===== src/ldfs_cfg.svh =====
/*
 * Timing counts and string count for the LED driver fault supervisor.
 * Assumes a 100 MHz system clock.
 */
`ifndef LDFS_CFG_SVH
`define LDFS_CFG_SVH
`define LDFS_CLK_MHZ 100
`define LDFS_NUM_STRINGS 6
`define LDFS_OCP_RESP_US 3
`define LDFS_OCP_RESP_CYC ((`LDFS_OCP_RESP_US * `LDFS_CLK_MHZ))
`define LDFS_UVLO_FILT_US 50
`define LDFS_UVLO_FILT_CYC ((`LDFS_UVLO_FILT_US * `LDFS_CLK_MHZ) + 1)
`define LDFS_CLEAR_MS 16
`define LDFS_CLEAR_CYC (`LDFS_CLEAR_MS * 1000 * `LDFS_CLK_MHZ)
`define LDFS_BLANK_CYC 1000
`endif


===== src/ldfs_pkg.sv =====
/*
 * Types for the LED driver fault supervisor.
 * Assumes ldfs_cfg.svh is included by the user.
 */
package ldfs_pkg;
    typedef enum logic [2:0]
    {
        LDFS_OFF = 3'h0,
        LDFS_START = 3'h1,
        LDFS_RUN = 3'h3,
        LDFS_LATCH = 3'h2,
        LDFS_SHORT = 3'h6
    } ldfs_state_t;
endpackage


===== src/ldfs_top.sv =====
/*
 * Fault supervisor for a multi-string boost LED driver: latches, isolates strings,
 * restarts or cuts on-time on each fault and drives boost, disconnect, sinks and flag.
 * Assumes comparator inputs are asynchronous and the host drives the
 * combined enable/dimming input.
 */
`timescale 1ns/100ps
`include "ldfs_cfg.svh"

// How it works
// - Input overcurrent: off within 3 us, latched.
// - Input overcurrent drops disconnect gate once latched.
// - UVLO rise enables; fall filtered 50 us.
// - Some detectors blanked during startup window.
// - Primary limit truncates on-time only, no flag.
// - Secondary limit kills all, flags, latches.
// - Sense trip kills all, flags, latches.
// - Sink short at first dimming halts soft-start.
// - Isolate option: disable unregulated strings at limit.
// - Shut-all option: any unregulated string latches off.
// - Flag is open-drain, low while faulted.
// - Undervoltage shutdown clears all latched faults.
module ldfs_top #(
    parameter int unsigned CLEAR_CYC = `LDFS_CLEAR_CYC,
    parameter int unsigned UVLO_CYC = `LDFS_UVLO_FILT_CYC
)
(
    input wire logic i_sys_clk, // System clock, 100 MHz.
    input wire logic i_resetn, // Asynchronous reset, active low.
    input wire logic i_en_pwm, // Combined enable/dimming input.
    input wire logic i_uvlo_rise, // Supply above rising threshold.
    input wire logic i_uvlo_fall, // Supply below falling threshold.
    input wire logic i_input_sense_trip, // Input sense over trip.
    input wire logic i_sw_lim1, // Switch current over primary limit.
    input wire logic i_sw_lim2, // Switch current over secondary limit.
    input wire logic i_output_over_limit, // Output overvoltage.
    input wire logic i_shut_all, // Strap: 1 shut-all, 0 isolate.
    input wire logic i_ss_done, // Soft-start finished.
    input wire logic [5:0] i_sink_short, // Sink pin shorted to ground.
    input wire logic [5:0] i_sink_reg, // String in regulation.
    input wire logic i_fault_in, // Fault pin level (unused input).
    input wire logic i_pwm_clk, // Boost cycle start pulse, async.
    output logic o_boost_en, // Boost switch enable.
    output logic o_disc_gate, // Input disconnect switch gate on.
    output logic [5:0] o_sink_en, // Per-string sink enable.
    output logic o_fault_out, // Fault pin output, always low.
    output logic o_fault_oe // Fault pin enable, high pulls low.
);
    localparam int NS = `LDFS_NUM_STRINGS;

    typedef struct packed
    {
        logic [1:0] s_en;
        logic [1:0] s_uvr;
        logic [1:0] s_uvf;
        logic [1:0] s_ocp;
        logic [1:0] s_lim1;
        logic [1:0] s_lim2;
        logic [1:0] s_ovp;
        logic [1:0] s_cyc;
        logic [1:0] s_ss;
        logic [1:0] s_mode;
        logic [NS-1:0] s_short0;
        logic [NS-1:0] s_short1;
        logic [NS-1:0] s_reg0;
        logic [NS-1:0] s_reg1;
        logic cyc_d;
        logic en_d;
        logic powered;
        ldfs_pkg::ldfs_state_t state;
        logic latched;
        logic flag;
        logic on_time;
        logic [NS-1:0] sink_off;
        logic [15:0] blank;
    } ldfs_st_t;

    ldfs_st_t st;
    ldfs_st_t next_st;
    logic uv_done;
    logic clr_done;
    logic en_s;
    logic uvf_s;

    assign en_s = st.s_en[1];
    assign uvf_s = st.s_uvf[1];

    ldfs_lowcnt #(.LIMIT(UVLO_CYC)) u_uv_filt
    (
        .i_sys_clk(i_sys_clk),
        .i_resetn(i_resetn),
        .i_level(uvf_s),
        .o_done(uv_done)
    );

    ldfs_lowcnt #(.LIMIT(CLEAR_CYC)) u_clr_cnt
    (
        .i_sys_clk(i_sys_clk),
        .i_resetn(i_resetn),
        .i_level(~en_s),
        .o_done(clr_done)
    );

    always_comb
    begin
        logic fatal;
        logic blanked;
        logic [NS-1:0] unreg;
        fatal = 1'b0;
        blanked = 1'b0;
        unreg = '0;
        next_st = st;
        next_st.s_en = {st.s_en[0], i_en_pwm};
        next_st.s_uvr = {st.s_uvr[0], i_uvlo_rise};
        next_st.s_uvf = {st.s_uvf[0], i_uvlo_fall};
        next_st.s_ocp = {st.s_ocp[0], i_input_sense_trip};
        next_st.s_lim1 = {st.s_lim1[0], i_sw_lim1};
        next_st.s_lim2 = {st.s_lim2[0], i_sw_lim2};
        next_st.s_ovp = {st.s_ovp[0], i_output_over_limit};
        next_st.s_cyc = {st.s_cyc[0], i_pwm_clk};
        next_st.s_ss = {st.s_ss[0], i_ss_done};
        next_st.s_mode = {st.s_mode[0], i_shut_all};
        next_st.s_short0 = i_sink_short;
        next_st.s_short1 = st.s_short0;
        next_st.s_reg0 = i_sink_reg;
        next_st.s_reg1 = st.s_reg0;
        next_st.cyc_d = st.s_cyc[1];
        next_st.en_d = en_s;
        if (st.s_uvr[1])
        begin
            next_st.powered = 1'b1;
        end
        if (uv_done)
        begin
            next_st.powered = 1'b0;
        end
        if (st.blank != 16'h0)
        begin
            next_st.blank = st.blank - 16'h1;
            blanked = 1'b1;
        end
        // Primary limit ends on-time; next cycle restarts it.
        if (st.s_lim1[1])
        begin
            next_st.on_time = 1'b0;
        end
        else if (st.s_cyc[1] && !st.cyc_d)
        begin
            next_st.on_time = 1'b1;
        end
        fatal = st.s_ocp[1] | st.s_lim2[1];
        unreg = ~st.s_reg1 & ~st.sink_off;
        case (st.state)
            ldfs_pkg::LDFS_OFF:
            begin
                next_st.sink_off = '0;
                next_st.flag = 1'b0;
                if (st.powered && en_s && !st.en_d)
                begin
                    next_st.blank = 16'(`LDFS_BLANK_CYC);
                    next_st.state = ldfs_pkg::LDFS_START;
                end
            end
            ldfs_pkg::LDFS_START:
            begin
                if (st.s_short1 != '0)
                begin
                    next_st.flag = 1'b1;
                    next_st.state = ldfs_pkg::LDFS_SHORT;
                end
                else if (st.s_ss[1] && !blanked)
                begin
                    next_st.state = ldfs_pkg::LDFS_RUN;
                end
            end
            ldfs_pkg::LDFS_SHORT:
            begin
                if (st.s_short1 == '0)
                begin
                    next_st.flag = 1'b0;
                    next_st.state = ldfs_pkg::LDFS_START;
                end
            end
            ldfs_pkg::LDFS_RUN:
            begin
                if (st.s_ovp[1] && unreg != '0 && !blanked)
                begin
                    next_st.flag = 1'b1;
                    if (st.s_mode[1])
                    begin
                        next_st.sink_off = '1;
                        next_st.latched = 1'b1;
                        next_st.state = ldfs_pkg::LDFS_LATCH;
                    end
                    else
                    begin
                        next_st.sink_off = st.sink_off | unreg;
                    end
                end
            end
            ldfs_pkg::LDFS_LATCH:
            begin
                next_st.flag = 1'b1;
            end
            default:
            begin
                next_st.state = ldfs_pkg::LDFS_OFF;
            end
        endcase
        if (fatal)
        begin
            next_st.latched = 1'b1;
            next_st.flag = 1'b1;
            next_st.state = ldfs_pkg::LDFS_LATCH;
        end
        else if ((clr_done && !en_s) || !next_st.powered)
        begin
            // Clear latches and flag.
            // A stale count is ignored once the enable is back high, so
            // the rising edge that follows a clear still starts the driver.
            next_st.latched = 1'b0;
            next_st.flag = 1'b0;
            next_st.state = ldfs_pkg::LDFS_OFF;
        end
        else if (!en_s && st.state != ldfs_pkg::LDFS_LATCH &&
                 st.state != ldfs_pkg::LDFS_OFF)
        begin
            next_st.state = ldfs_pkg::LDFS_OFF;
        end
    end

    always_ff @(posedge i_sys_clk or negedge i_resetn)
    begin
        if (!i_resetn)
        begin
            st <= '0;
        end
        else
        begin
            st <= next_st;
        end
    end

    assign o_boost_en = (st.state == ldfs_pkg::LDFS_RUN ||
                         st.state == ldfs_pkg::LDFS_START) &&
                        st.on_time && !st.s_ovp[1];
    assign o_disc_gate = st.powered && !st.latched;
    assign o_sink_en = (st.state == ldfs_pkg::LDFS_RUN) ?
                       ~st.sink_off : '0;
    assign o_fault_out = 1'b0;
    assign o_fault_oe = st.flag | st.latched;
endmodule


===== src/ldfs_lowcnt.sv =====
/*
 * Saturating counter of consecutive cycles a level stays asserted.
 * Assumes the input is already synchronised to i_sys_clk.
 */
`timescale 1ns/100ps
module ldfs_lowcnt #(
    parameter int unsigned LIMIT = 16
)
(
    input wire logic i_sys_clk, // System clock.
    input wire logic i_resetn, // Asynchronous reset, active low.
    input wire logic i_level, // Level being timed.
    output logic o_done // High once LIMIT cycles have passed.
);
    typedef struct packed
    {
        logic [31:0] count;
        logic done;
    } ldfs_cnt_t;

    ldfs_cnt_t st;
    ldfs_cnt_t next_st;

    always_comb
    begin
        next_st = st;
        if (!i_level)
        begin
            next_st.count = 32'h0;
            next_st.done = 1'b0;
        end
        else if (st.count >= LIMIT - 1)
        begin
            next_st.done = 1'b1;
        end
        else
        begin
            next_st.count = st.count + 32'h1;
        end
    end

    always_ff @(posedge i_sys_clk or negedge i_resetn)
    begin
        if (!i_resetn)
        begin
            st <= '0;
        end
        else
        begin
            st <= next_st;
        end
    end

    assign o_done = st.done;
endmodule


===== config.mk =====
export PLATFORM = sky130hd
export DESIGN_NAME = ldfs_top
export DESIGN_NICKNAME = d
export VERILOG_FILES = /design/src/ldfs_pkg.sv /design/src/ldfs_top.sv /design/src/ldfs_lowcnt.sv
export VERILOG_INCLUDE_DIRS = /design/src /design/src/src
export SDC_FILE = /design/constraint.sdc
export NUM_CORES = 1
export LEC_CHECK = 0
export BUFFER_PORTS_ARGS = -buffer_cell sky130_fd_sc_hd__buf_2
export CAP_MARGIN = 20
export CORE_AREA = 5 5 115 117
export CTS_BUF_LIST = sky130_fd_sc_hd__clkbuf_8
export DETAILED_ROUTE_END_ITERATION = 6
export DIE_AREA = 0 0 120 122
export PLACE_DENSITY = 0.66
export SETUP_SLACK_MARGIN = 0.5
export SYNTH_ARGS = -nofsm -noshare
export SYNTH_HDL_FRONTEND = slang
export SYNTH_HIERARCHICAL = 1
export SYNTH_SLANG_ARGS = --single-unit

===== constraint.sdc =====
create_clock -name i_sys_clk -period 2.5 [get_ports i_sys_clk]
set_input_delay 0.25 -clock i_sys_clk [delete_from_list [all_inputs] [get_ports i_sys_clk]]
set_output_delay 0.25 -clock i_sys_clk [all_outputs]
set_load 0.02 [all_outputs]

* Word-level counts from Yosys, hierarchy flattened
Index checks and enable logic that the tools add are counted.
** Operators by class
- $add $sub $neg :: 3
- Multiply operators :: 0
- Divide/modulo/power cells :: 0
- Magnitude comparators :: 2
- Equality and inequality tests :: 18
- Shifts and indexed selects :: 0
- Muxes and demuxes :: 33
- Bitwise gates (word level) :: 6
- Reductions and logical operators :: 38
** Operator list (number)
- $mux 33 :: 2
- $add 32x1->32 const B :: 2
- $mux 32 :: 2
- $mux 16 :: 3
- $ge 32x13->1 const B :: 1
- $ge 32x21->1 const B :: 1
- $ne 5x5->1 const B :: 4
- $mux 3 :: 6
- $mux 6 :: 3
- $ne 4x4->1 const B :: 4
- $reduce_bool 16->1 :: 1
- $sub 16x1->16 const B :: 1
- $pmux 3 s5 :: 1
- $logic_and 1x1->1 :: 12
- $not 6->6 :: 2
- $pmux 6 s2 :: 1
- $reduce_bool 3->1 :: 4
- $reduce_bool 6->1 :: 2
- $mux 1 :: 10
- $mux 5 :: 2
- $logic_not 1->1 :: 7
- $reduce_bool 7->1 :: 1
- $and 6x6->6 :: 1
- $eq 3x2->1 const B :: 2
- other kinds (19) :: 25
** Storage, ports and cells
- Bits in registers :: 141
- Latch bits :: 0
- Memory bits (writable) :: 0
- Bits in read-only memories :: 0
- Input bits :: 25
- Output and inout bits :: 10
- Word-level logic and storage cells :: 127
- Memories kept :: 0

* Longest topological paths before layout
- Word-level depth :: 10
- Mapped depth :: 8
- Depth with buffers taken out :: 7

* Hierarchy
The synthesis kept the hierarchy.
** Modules (own cells, without submodules)
- ldfs_top :: times used 1, cells each 234, area an instance 2829.0 sq um, seq. area each 1876.8 sq um
- ldfs_lowcnt at u_clr_cnt :: times used 1, cells each 151, area an instance 1615.3 sq um, seq. area each 825.8 sq um
- ldfs_lowcnt at u_uv_filt :: times used 1, cells each 126, area an instance 1398.8 sq um, seq. area each 825.8 sq um

* Worst setup path before layout
Ideal clock, no wire load.
- Path type :: register -> register
- From :: register u_clr_cnt/st[25] (netlist bit)
- To :: register u_clr_cnt/st[9] (netlist bit)
- Setup time :: 0.079 ns
- Arrival time :: 1.942 ns
- Required time :: 2.421 ns
- Path slack :: 0.479 ns
- Cell stages (with the launch flop) :: 7
- Buffers on the path :: 1
- Period minus slack after synthesis :: 2.021 ns
- Cells stage by stage :: dfrtp_1 -> or4_4 -> nor4_4 -> o21ai_2 -> buf_2 -> nor2_1 -> mux2i_1
** Between the ends
- Cells in the longest elaborated chain, start to end :: 2
** Ends and longest elaborated chain
- from (decl) :: line ldfs_lowcnt.sv:21 : ldfs_cnt_t st;
- from (signal assigned) :: line ldfs_lowcnt.sv:50 : st <= next_st;
- $ge 32x21->1 :: line ldfs_lowcnt.sv:32 : else if (st.count >= LIMIT - 1)
- $ne 2x2->1 (no line)
No other way between the ends.
A chain may end at the register's enable or synchronous reset.

* Final worst setup path
- From :: register u_clr_cnt/st[32] (netlist bit)
- To :: register u_clr_cnt/st[8] (netlist bit)
Same word-level chain as after synthesis.

==> results.json <==
{
  "outcome": "finished clean",
  "maxClockFrequency_mhz": 480.8,
  "synth_top_area_frac": 0.6039,
  "power.leakage_nw": 3.288,
  "dp_hpwl_um": 6761,
  "floorplan.initialDensity": 0.4766,
  "post_synth.cell_area_avg_um2": 11.43,
  "finalMaxSlewViolations": 0,
  "hold_viol_final": 0,
  "global_route.usage.total": 0.1618,
  "gp_congestion": 0.8375,
  "yosys.cell_types.count": 63,
  "timing.critical_path.to": "u_clr_cnt/st[8]",
  "dpl.cell_count": 685,
  "final_min_period_over_clock_period": 0.8320,
  "worst_path_most_repeated_cell": "sky130_fd_sc_hd__o21a_1",
  "cp.arrival_ns": 2.41,
  "tightest_hold_check_type": "reg2reg",
  "r2r_cells": 7,
  "initialDrtViolationCount": 338,
  "worstSetupStartpointType": "flop",
  "cp_cell_sequence": "or4_4 -> nor4_4 -> buf_6 -> buf_4 -> o21ai_4 -> o21a_1 -> o21a_1",
  "antenna_violating_nets_post_route": 0,
  "root_buffer_cell": "sky130_fd_sc_hd__clkbuf_8",
  "die_y_um": 122,
  "highest_ir_drop_seen_on_vdd_v": 0.0004789,
  "fin_skew_ns": 0.01690,
  "synth_area_leader_cell": "sky130_fd_sc_hd__dfrtp_1",
  "critical_path_peak_fanout": 8,
  "grt.overflow.total": 0,
  "crit_path_end_kind": "flop",
  "timing.setup.tns_ns": 0,
  "placement_rows": 41,
  "worst_slack_ns": 0.4200,
  "setup_viol": 0,
  "ys_top_cells_by_area": "sky130_fd_sc_hd__dfrtp_1, sky130_fd_sc_hd__and2_1, sky130_fd_sc_hd__nor2_1, sky130_fd_sc_hd__nand2_1, sky130_fd_sc_hd__nand3_1",
  "cts.sinks": 141,
  "largest_delay_share_family_worst_path": "simple AND/OR/NAND/NOR gates",
  "core_area_um2": 12260,
  "worstPathRequired_ns": 2.83,
  "clkSlewWorstSetupHoldPaths_ns": 0.09,
  "sequentialPowerShare": 0.525,
  "nets": 632,
  "synth_edf_count": 0,
  "min_period_ns": 2.080,
  "route.detailed.vias_per_inst": 5.392,
  "via_count_of_the_first_global_routing_pass": 4126,
  "tritoncts": "built",
  "io_buffer_count": 32,
  "largest_net_degree_at_the_start_of_global_routing": 74,
  "max_slew_margin": 0.5417,
  "cts-buffers-inserted": 17,
  "rr_startpoint": "u_clr_cnt/st[32]",
  "final_layout_size_suffix_gt1_frac": 0.2293,
  "hold-path-cell-count": 0,
  "grt_pass1_wl_um": 19100,
  "post-route-drc-count": 0,
  "fin_total_pwr_mw": 4.787,
  "drv.max_cap_violation_count": 0,
  "synth-async-reset-ratio": 1.000,
  "post_layout_nonfiller_instances": 765,
  "rsz0062_at_grt": "yes",
  "worstMarginPinSlew_ns": 0.6816,
  "postSynthRegisterBits": 141,
  "cts.htree.levels": 4,
  "num_io_pins": 35,
  "critical_path.n_buffers_inverters": 2,
  "ff_latch_area_um2": 3532,
  "finalWirelength_um": 11150,
  "crit_path_max_incr_delay_ns": 0.56,
  "criticalPathCategory": "reg2reg",
  "flow.area_growth_from_synthesis_pct": 23.83,
  "synthesis.area_um2": 5843,
  "reg2reg_slack_ns": 0.42,
  "netlist_instances": 511,
  "die_width_um": 120,
  "insertedDiodeCount": 0,
  "power.internal_mw": 3.472,
  "part_of_the_power_in_the_clock_network": 0.388,
  "layout_common_cells": "sky130_fd_sc_hd__dfrtp_1, sky130_fd_sc_hd__nor2_1, sky130_fd_sc_hd__and2_1",
  "critical_path_depth": 7,
  "ys_seq_area_frac": 0.6039,
  "wl_per_cell_um": 14.58,
  "drt-pass1-iter-count": 5,
  "mappedNetlistNets": 541,
  "die-area_um2": 14640,
  "reg2reg_to": "u_clr_cnt/st[8]",
  "count_of_warnings_emitted_by_yosys": 6,
  "power.switching_mw": 1.315,
  "power_density_nw_per_um2": 661.5,
  "crit_slowest_cell": "sky130_fd_sc_hd__or4_4",
  "multiInputGateArea_um2": 2376,
  "switching_share": 0.2746,
  "clkLatencyLatePin_ns": 0.44,
  "grt_antenna_before_repair": 0,
  "route.vias.total": 4125,
  "ctsLongestPathBuffers": 2,
  "yosys_most_used_dff": "sky130_fd_sc_hd__dfrtp_1",
  "p_comb_frac": 0.087,
  "fillers": 982,
  "cp-startpoint": "u_clr_cnt/st[32]",
  "place_worst_setup_slack_ns": 0.2381,
  "mostFrequentLayoutCell": "sky130_fd_sc_hd__dfrtp_1"
}
==> timing repair <==
item | 4_1_cts | 5_1_grt
setup buffers | 19 | 5
hold buffers | 23 | 0
gates cloned | 1 | 0
hold endpoints to repair | 93 | 0
resized for setup | 19 | 25
setup endpoints to repair | 47 | 45
pin swaps | 21 | 23
==> cells in the mapped netlist (all sizes together) (4+ instances only) <==
| cell | instances |
|---|---|
| dfrtp | 141 |
| nor2 | 47 |
| and2 | 37 |
| nand2 | 27 |
| nand3 | 19 |
| nor3 | 18 |
| o21ai | 16 |
| inv | 13 |
| nand4 | 12 |
| nor4 | 12 |
| o21a | 12 |
| or3 | 12 |
| a21oi | 10 |
| xnor2 | 10 |
| a21boi | 9 |
| xor2 | 9 |
| buf | 8 |
| clkbuf | 8 |
| nand2b | 8 |
| and3 | 7 |
| or4 | 7 |
| mux2i | 6 |
| o31ai | 6 |
| ha | 5 |
| o211ai | 5 |
| a211oi | 4 |
| and4 | 4 |
| nor3b | 4 |
==> worst min path at each step <==
stage,slack [ns],endpoint,from
global route,0.36,st[48],next_st[48]
floorplan,-0.05,en_s,i_resetn
finish,0.34,en_s,next_st[74]
global placement,0.31,u_clr_cnt/st[16],i_resetn
CTS,0.35,en_s,next_st[74]
detailed placement,0.32,u_clr_cnt/st[16],i_resetn
==> power by group through the flow <==
stage	combinational [mW]	clock [mW]	sequential, mW
5_1_grt	0.474	2.01	2.53
3_5_place_dp	0.363	0	2.55
4_1_cts	0.403	1.90	2.50
3_3_place_gp	0.352	0	2.54
2_1_floorplan	0.249	0	2.52
6_report	0.419	1.86	2.51
==> flip-flops by register name, indices dropped and copies added (netlist names) <==
signal / cells
en_s: 1
u_clr_cnt/o_done: 1
u_uv_filt/o_done: 1
st: 51
next_st: 23
u_clr_cnt/st: 32
u_uv_filt/st: 32
==> cell type report <==
class / instances / share of cell area
tap: 150 / 0.02594
multi-input combinational: 341 / 0.3284
clock buffer: 18 / 0.03424
clock inverter: 14 / 0.02196
timing repair buffer: 87 / 0.09407
inverter: 14 / 0.007263
sequential: 141 / 0.4882
==> cells by family after synthesis <==
group	after synthesis	share of synthesized area
fa+ha+maj	5	0.01071
buf+inv	30	0.02248
compound gates	78	0.09508
xor+xnor	19	0.02848
simple gates	230	0.2266
flops	141	0.6039
other cells	1	0.0006418
mux	7	0.01221
==> routing by layer <==
metal  track usage  vias to the layer above  routed length [µm]  part of all wire
met5             0                        -                   0                 0
met4       0.05655                        0                  79            0.0071
met3       0.04085                        6                 323             0.029
met2        0.2666                       62                5539              0.50
met1        0.2096                     2068                5208              0.47
li1              -                     1989                   -                 -
==> worst register-to-register path: stages (launching register included) <==
cell and delay, ns:
sky130_fd_sc_hd__dfrtp_1 0.38, sky130_fd_sc_hd__or4_4 0.56, sky130_fd_sc_hd__nor4_4 0.31, sky130_fd_sc_hd__buf_6 0.16, sky130_fd_sc_hd__buf_4 0.11, sky130_fd_sc_hd__o21ai_4 0.09
sky130_fd_sc_hd__o21a_1 0.19, sky130_fd_sc_hd__o21a_1 0.18
==> stage by stage <==
stage,instance area (µm²),utilization,hold slack [ns]
floorplan,5849,-,-0.04559
global placement,6203,0.5060,0.3141
detailed placement,6203,0.5060,0.3247
CTS,7092,0.5784,0.3527
global route,7236,0.5902,0.3645
finish,7236,0.5902,0.3450
Note: power is estimated with default switching activity, not from simulation.
